==> src/core/lcd_timing_pkg.sv <==
package lcd_timing_pkg;

  // ****************************************
  // Register map (byte offsets are indices)
  // ****************************************
  localparam logic [7:0] FRAME_RATE_IDX     = 8'hE6;
  localparam logic [7:0] CONTRAST_DRIVE_IDX = 8'hE7;
  localparam logic [7:0] SOURCE_CFG_IDX     = 8'hE8;
  localparam logic [7:0] FRAME_RATE_RESET   = 8'h00;
  localparam logic [7:0] CONTRAST_RESET     = 8'h00;
  localparam logic [7:0] SOURCE_CFG_RESET   = 8'h00;
  localparam logic [7:0] FRAME_RATE_MASK    = 8'h77;
  localparam logic [7:0] SOURCE_CFG_MASK    = 8'h0F;
  localparam logic [7:0] UNMAPPED_DATA      = 8'h00;

  // ****************************************
  // Field positions
  // ****************************************
  localparam int TAP_LSB    = 4;
  localparam int DIV_LSB    = 0;
  localparam int DRIVE_LSB  = 5;
  localparam int ALWAYS_BIT = 4;
  localparam int LEVEL_LSB  = 0;
  localparam int CSRC_BIT   = 0;
  localparam int BLANK_BIT  = 1;
  localparam int DUTY_LSB   = 2;

  // ****************************************
  // Timing
  // ****************************************
  localparam int CLK_MHZ = 50;
  localparam int DRIVE_US_0 = 300;
  localparam int DRIVE_US_1 = 70;
  localparam int DRIVE_US_2 = 150;
  localparam int DRIVE_US_3 = 450;
  localparam int DRIVE_US_4 = 575;
  localparam int DRIVE_US_5 = 850;
  localparam int DRIVE_US_6 = 1150;
  localparam int K_NORMAL = 8;
  localparam int K_THIRD  = 6;

  localparam logic [1:0] DUTY_STATIC  = 2'h0;
  localparam logic [1:0] DUTY_HALF    = 2'h1;
  localparam logic [1:0] DUTY_THIRD   = 2'h2;
  localparam logic [1:0] DUTY_QUARTER = 2'h3;
  localparam logic [2:0] DRIVE_HALF_CODE = 3'h7;

  localparam int MV_BASE = 2600;
  localparam int MV_STEP = 50;

  typedef struct packed {
    logic [7:0]  frame_rate_reg;
    logic [7:0]  contrast_drive_reg;
    logic [7:0]  source_cfg_reg;
    logic [3:0]  level_active_reg;
    logic        src_meta_reg;
    logic        src_sync_reg;
    logic        src_prev_reg;
    logic [11:0] pre_cnt_reg;
    logic [2:0]  div_cnt_reg;
    logic        seg_clk_reg;
    logic [15:0] seg_period_reg;
    logic [15:0] seg_len_reg;
    logic [15:0] drive_cnt_reg;
    logic        drive_en_reg;
    logic [3:0]  k_cnt_reg;
    logic        frame_start_reg;
    logic        waitreq_reg;
    logic [7:0]  rdata_reg;
  } state_t;

endpackage

==> src/core/lcd_frame_rate_contrast_ctrl.sv <==
// Summary of operation
// - Reserved frame-rate bits 7,3 read zero
// - Tap field picks N from 16 to 4096
// - Divide field adds D equal code plus one
// - Segment clock is source over 2N over D
// - Frame is K*N*D source ticks, K 8/6
// - Drive code picks on-time or half period
// - On-time capped at half the spacing between segment edges
// - Static or blank forces half-period on-time
// - Always-on bit keeps drivers on continuously
// - Level code maps 2.60V plus 0.05V steps
// - New contrast level taken at frame start
// - Source select picks system or async clock
// - Duty code sets K: third gives six
`timescale 1ns/1ps
`default_nettype none
module lcd_frame_rate_contrast_ctrl
  import lcd_timing_pkg::*;
(
  input  wire logic       clk,               // System clock, 50 MHz
  input  wire logic       reset_n,           // Synchronous reset, active low
  input  wire logic       async_clk_in,      // External async clock pin
  input  wire logic [7:0] address,           // Register index
  input  wire logic       read,              // Read request
  input  wire logic       write,             // Write request
  input  wire logic [7:0] writedata,         // Write data
  output logic      [7:0] readdata,          // Read data
  output logic            waitrequest,       // Stall until answer
  output logic            segment_clk,       // Prescaled segment clock
  output logic            frame_start,       // One-cycle frame pulse
  output logic            driver_enable,     // LCD driver on
  output logic      [3:0] contrast_level,    // Level in use
  output logic            clock_source_sel,  // Source select in use
  output logic      [1:0] duty_sel           // Duty select in use
);

  // ****************************************
  // Decode helpers
  // ****************************************
  function automatic logic [11:0] tap_div(input logic [2:0] code);
    unique case (code)
      3'h0: tap_div = 12'd15;
      3'h1: tap_div = 12'd63;
      3'h2: tap_div = 12'd127;
      3'h3: tap_div = 12'd255;
      3'h4: tap_div = 12'd511;
      3'h5: tap_div = 12'd1023;
      3'h6: tap_div = 12'd2047;
      3'h7: tap_div = 12'd4095;
    endcase
  endfunction

  function automatic logic [15:0] drive_cycles(input logic [2:0] code);
    unique case (code)
      3'h0: drive_cycles = 16'(DRIVE_US_0 * CLK_MHZ);
      3'h1: drive_cycles = 16'(DRIVE_US_1 * CLK_MHZ);
      3'h2: drive_cycles = 16'(DRIVE_US_2 * CLK_MHZ);
      3'h3: drive_cycles = 16'(DRIVE_US_3 * CLK_MHZ);
      3'h4: drive_cycles = 16'(DRIVE_US_4 * CLK_MHZ);
      3'h5: drive_cycles = 16'(DRIVE_US_5 * CLK_MHZ);
      3'h6: drive_cycles = 16'(DRIVE_US_6 * CLK_MHZ);
      3'h7: drive_cycles = 16'hFFFF;
    endcase
  endfunction

  state_t s_reg;
  state_t s_next;

  logic       src_tick;
  logic       pre_wrap;
  logic       seg_wrap;
  logic [2:0] tap_code;
  logic [2:0] div_code;
  logic [2:0] drive_code;
  logic [1:0] duty_code;
  logic [3:0] k_last;
  logic [15:0] half_period;
  logic [15:0] drive_target;
  logic        force_half;

  assign tap_code   = s_reg.frame_rate_reg[TAP_LSB +: 3];
  assign div_code   = s_reg.frame_rate_reg[DIV_LSB +: 3];
  assign drive_code = s_reg.contrast_drive_reg[DRIVE_LSB +: 3];
  assign duty_code  = s_reg.source_cfg_reg[DUTY_LSB +: 2];
  // Source edge: system clock ticks every cycle
  assign src_tick = s_reg.source_cfg_reg[CSRC_BIT] ?
                    (s_reg.src_sync_reg & ~s_reg.src_prev_reg) : 1'b1;
  assign pre_wrap = src_tick && (s_reg.pre_cnt_reg == tap_div(tap_code));
  assign seg_wrap = pre_wrap && (s_reg.div_cnt_reg == div_code);
  assign k_last   = (duty_code == DUTY_THIRD) ? 4'(K_THIRD - 1) : 4'(K_NORMAL - 1);
  assign half_period = {1'b0, s_reg.seg_period_reg[15:1]};
  assign force_half  = (duty_code == DUTY_STATIC) || s_reg.source_cfg_reg[BLANK_BIT]
                       || (drive_code == DRIVE_HALF_CODE);
  assign drive_target = (force_half || drive_cycles(drive_code) > half_period) ?
                        half_period : drive_cycles(drive_code);

  // ****************************************
  // Next state
  // ****************************************
  always_comb begin
    s_next = s_reg;
    s_next.frame_start_reg = 1'b0;
    s_next.src_meta_reg = async_clk_in;
    s_next.src_sync_reg = s_reg.src_meta_reg;
    s_next.src_prev_reg = s_reg.src_sync_reg;

    // Prescaler and divider
    if (src_tick) begin
      s_next.seg_len_reg = s_reg.seg_len_reg + 16'd1;
      if (pre_wrap) begin
        s_next.pre_cnt_reg = 12'd0;
        if (seg_wrap) begin
          s_next.div_cnt_reg = 3'd0;
        end else begin
          s_next.div_cnt_reg = s_reg.div_cnt_reg + 3'd1;
        end
      end else begin
        s_next.pre_cnt_reg = s_reg.pre_cnt_reg + 12'd1;
      end
    end else begin
      s_next.seg_len_reg = s_reg.seg_len_reg + 16'd1;
    end

    // Segment clock edge, drive window and frame count
    if (seg_wrap) begin
      s_next.seg_clk_reg    = ~s_reg.seg_clk_reg;
      s_next.seg_period_reg = s_reg.seg_len_reg + 16'd1;
      s_next.seg_len_reg    = 16'd0;
      s_next.drive_cnt_reg  = 16'd0;
      s_next.drive_en_reg   = 1'b1;
      if (s_reg.k_cnt_reg >= k_last) begin
        s_next.k_cnt_reg       = 4'd0;
        s_next.frame_start_reg = 1'b1;
        s_next.level_active_reg = s_reg.contrast_drive_reg[LEVEL_LSB +: 4];
      end else begin
        s_next.k_cnt_reg = s_reg.k_cnt_reg + 4'd1;
      end
    end else if (s_reg.contrast_drive_reg[ALWAYS_BIT]) begin
      s_next.drive_en_reg = 1'b1;
    end else begin
      if (s_reg.drive_cnt_reg != 16'hFFFF) begin
        s_next.drive_cnt_reg = s_reg.drive_cnt_reg + 16'd1;
      end
      if (s_reg.drive_cnt_reg + 16'd1 >= drive_target) begin
        s_next.drive_en_reg = 1'b0;
      end
    end

    // Avalon slave: one wait cycle, answer on second edge
    s_next.waitreq_reg = 1'b1;
    if ((read || write) && s_reg.waitreq_reg) begin
      s_next.waitreq_reg = 1'b0;
      if (write) begin
        unique case (address)
          FRAME_RATE_IDX:     s_next.frame_rate_reg = writedata & FRAME_RATE_MASK;
          CONTRAST_DRIVE_IDX: s_next.contrast_drive_reg = writedata;
          SOURCE_CFG_IDX:     s_next.source_cfg_reg = writedata & SOURCE_CFG_MASK;
          default:            s_next.rdata_reg = UNMAPPED_DATA;
        endcase
      end else begin
        unique case (address)
          FRAME_RATE_IDX:     s_next.rdata_reg = s_reg.frame_rate_reg & FRAME_RATE_MASK;
          CONTRAST_DRIVE_IDX: s_next.rdata_reg = s_reg.contrast_drive_reg;
          SOURCE_CFG_IDX:     s_next.rdata_reg = s_reg.source_cfg_reg;
          default:            s_next.rdata_reg = UNMAPPED_DATA;
        endcase
      end
    end
  end

  always_ff @(posedge clk) begin
    if (!reset_n) begin
      s_reg <= '0;
      s_reg.frame_rate_reg     <= FRAME_RATE_RESET;
      s_reg.contrast_drive_reg <= CONTRAST_RESET;
      s_reg.source_cfg_reg     <= SOURCE_CFG_RESET;
      s_reg.waitreq_reg        <= 1'b1;
    end else begin
      s_reg <= s_next;
    end
  end

  assign readdata         = s_reg.rdata_reg;
  assign waitrequest      = s_reg.waitreq_reg;
  assign segment_clk      = s_reg.seg_clk_reg;
  assign frame_start      = s_reg.frame_start_reg;
  assign driver_enable    = s_reg.drive_en_reg;
  assign contrast_level   = s_reg.level_active_reg;
  assign clock_source_sel = s_reg.source_cfg_reg[CSRC_BIT];
  assign duty_sel         = duty_code;
endmodule
`default_nettype wire

==> config.mk <==
export PLATFORM = sky130hd
export DESIGN_NAME = lcd_frame_rate_contrast_ctrl
export DESIGN_NICKNAME = d
export VERILOG_FILES = /design/src/core/lcd_timing_pkg.sv /design/src/core/lcd_frame_rate_contrast_ctrl.sv
export SDC_FILE = /design/constraint.sdc
export NUM_CORES = 1
export LEC_CHECK = 0
export BUFFER_PORTS_ARGS = -buffer_cell sky130_fd_sc_hd__buf_2
export CAP_MARGIN = 20
export CORE_MARGIN = 5
export CORE_UTILIZATION = 40
export DETAILED_ROUTE_END_ITERATION = 7
export PLACE_DENSITY_LB_ADDON = 0.08
export SYNTH_ARGS = -nofsm -noshare
export SYNTH_HDL_FRONTEND = slang
export SYNTH_SLANG_ARGS = --single-unit
==> constraint.sdc <==
create_clock -name clk -period 8.4 [get_ports clk]
set_input_delay 0.42 -clock clk [delete_from_list [all_inputs] [get_ports clk]]
set_output_delay 0.42 -clock clk [all_outputs]
set_load 0.02 [all_outputs]
==> flow_metrics.env <==
export IMPL_combPwrFrac_pct=3.1
export IMPL_clock_sinks=126
export IMPL_setup_viol=0
export IMPL_fin_crit_ps=3930
export IMPL_clock_fmax_mhz=255
export IMPL_synth_seq_cells=126
export IMPL_cp_slowest_cell="or3b_1"
export IMPL_cts_root_buf="clkbuf_16"
export IMPL_synth_top_area_share_pct=37.5
export IMPL_synth_largest_area_cell="dfxtp_1"
export IMPL_pwr_share_clk_pct=54.0
export IMPL_dr_first_iter_drc_count=287
export IMPL_path_max_fanout=17
export IMPL_portBuffers=39
export IMPL_synth_seq_area_share_pct=37.5
export IMPL_die_area_mm2=0.0195
export IMPL_rsz0062_at_grt="no"
export IMPL_crit_type="register to register"
export IMPL_antenna_cells=0
export IMPL_syn_nets=818
export IMPL_critPathTopFamily="simple AND/OR/NAND/NOR gates"
export IMPL_power_density_mw_per_mm2=188
export IMPL_finish_utilization_pct=45.5
export IMPL_p_seq_share_pct=42.9
export IMPL_rows=47
export IMPL_worst_setup_path_end_kind="register"
export IMPL_clkLatencyLatePin_ps=420
export IMPL_ctsLongestPathBuffers=2
export IMPL_yosys_warnings=0
export IMPL_grt_max_degree=51
export IMPL_area_delta_synth_final_pct=11.7
export IMPL_routed_wirelength_um=16200
export IMPL_syn_area_per_cell_um2=8.93
export IMPL_drc_errors=0
export IMPL_finClkSkew_ps=4.57
export IMPL_cts_setup_buffers=0
export IMPL_final_nets=826
export IMPL_max_slew_margin_pct=41.1
export IMPL_numPlacedInstances=963
export IMPL_switching_share_pct=20.9
export IMPL_status="complete, no violations"
export IMPL_syn_area_mm2=0.00673
export IMPL_ir_drop_mv=0.155
export IMPL_yosysMostFrequentCell="dfxtp_1"
export IMPL_critPathLaunchType="register"
export IMPL_holdWs_ps=214
export IMPL_worst_pin_slew_ps=882
export IMPL_hpwl_um=11700
export IMPL_fin_tns_setup_ps=0
export IMPL_maxCapViolations=0
export IMPL_cts_buffers=17
export IMPL_wl_per_cell_um=16.3
export IMPL_ys_flop_type="dfxtp_1"
export IMPL_synth_async_reset_ratio_pct=0
export IMPL_synth_edff_count=0
export IMPL_hold_path_class="primary input to register"
export IMPL_vias_per_cell=5.39
export IMPL_num_vias=5353
export IMPL_fp_dieW_um=140
export IMPL_leakage_nw=2.99
export IMPL_htreeDepth=4
export IMPL_cp_cell_sequence="inv_1 > ha_1 > nand4_1 > or3_1 > or3b_1 > nand2_1 > a32oi_1 > ha_1 > a211oi_1 > o21ai_0 > a2111oi_0 > o31ai_1 > o21ai_0"
export IMPL_drive_above_1_share_pct=11.9
export IMPL_grt_pass1_wl_um=26200
export IMPL_grt_use_total_pct=16.7
export IMPL_synth_cell_type_count=73
export IMPL_post_cts_resized=0
export IMPL_instances_no_fill=994
export IMPL_start_util_pct=40.7
export IMPL_drtPass1Iterations=5
export IMPL_overflow=0
export IMPL_synthTopCellsByCount="dfxtp_1 (126), nor2_1 (64), nand2_1 (62), ha_1 (43)"
export IMPL_finalCritPeriodShare_pct=46.8
export IMPL_worstPathBufferInverterCount=1
export IMPL_cts_clk_slew_worst_paths_ps=60
export IMPL_die_h_um=140
export IMPL_coreArea_mm2=0.0165
export IMPL_maxSlewViolCount=0
export IMPL_power_switching_uw=296
export IMPL_cpPeakStageDelay_ps=600
export IMPL_netlist_instances=754
export IMPL_internal_power_mw=1.12
export IMPL_antenna_found_initial=0
export IMPL_ios=40
export IMPL_ys_top_cells_by_area="dfxtp_1 (37%), ha_1 (8.0%), mux2i_1 (5.1%), xnor2_1 (4.9%), nor2_1 (3.6%)"
export IMPL_worstPathRequired_ps=8740
export IMPL_grt_pass1_vias=4964
export IMPL_cts_tree="done"
export IMPL_ctsHoldBuffers=0
export IMPL_hold_viol_final=0
export IMPL_crit_arrival_ps=4270
export IMPL_place_gp_congestion=0.894
export IMPL_antenna_left=0
[metrics by stage]
| stage | setup slack [ps] | instance area [µm²] | power (mW) |
|---|---|---|---|
| 3_5_place_dp | 4590 | 6910 | 0.665 |
| 3_3_place_gp | 4650 | 6910 | 0.663 |
| 4_1_cts | 4540 | 7520 | 1.44 |
| 5_1_grt | 4060 | 7520 | 1.47 |
| 2_1_floorplan | 5060 | 6730 | 0.648 |
| 6_report | 4470 | 7520 | 1.42 |
[final timing paths]
kind	slack, ps	to	from	cells after the start
hold reg to reg	450	readdata[3]	readdata[3]	2
hold / removal	210	s_next[80]	async_clk_in	2
setup reg to reg	4470	driver_enable	half_period[6]	13
setup / recovery	4470	driver_enable	half_period[6]	13
[power by group through the flow]
stage                     logic, mW  registers (mW)  clock network (mW)
after floorplan              0.0283           0.620                   0
after global placement       0.0425           0.621                   0
after detailed placement     0.0434           0.621                   0
after CTS                    0.0436           0.608               0.785
after global routing         0.0485           0.609               0.815
final                        0.0434           0.608               0.765
[per-layer routing]
metal	up-vias	wire (µm)	share of wire [%]	global-route usage, %
li1	2674	-	-	-
met1	2536	8290	51	23.5
met2	122	6940	43	24.7
met3	21	703	4.3	4.67
met4	0	228	1.4	5.10
met5	-	0	0	0
[final cells by class]
cell class | instances | area, µm²
clock buffers | 25 | 505
inverters | 32 | 120
flip-flops and latches | 126 | 2520
clock inverters | 6 | 105
multi-input cells | 544 | 3780
well taps | 220 | 275
fillers | 1623 | 9000
repair buffers | 41 | 210
[cell families after synthesis]
group / count (synthesis) / synth area share, %
simple gates: 283 / 22.3
flops: 126 / 37.5
compound gates: 122 / 12.5
buf+inv: 84 / 6.49
xor+xnor: 59 / 7.68
fa+ha+maj: 43 / 7.99
mux: 36 / 5.56
other cells: 1 / 0.0557
[placed cells by master (no fill, tap or decap), types with 17 or more instances in the layout]
cell type    n
dfxtp_1    126
o21ai_0     18
inv_1       31
nor2_1      64
xnor2_1     38
clkbuf_16   17
nand2_1     62
nand4_1     19
xor2_1      21
ha_1        43
mux2i_1     34
and3_1      23
nor2b_1     18
a21oi_1     38
buf_2       39
nand3_1     28
Power figures use the tool's default switching activity.
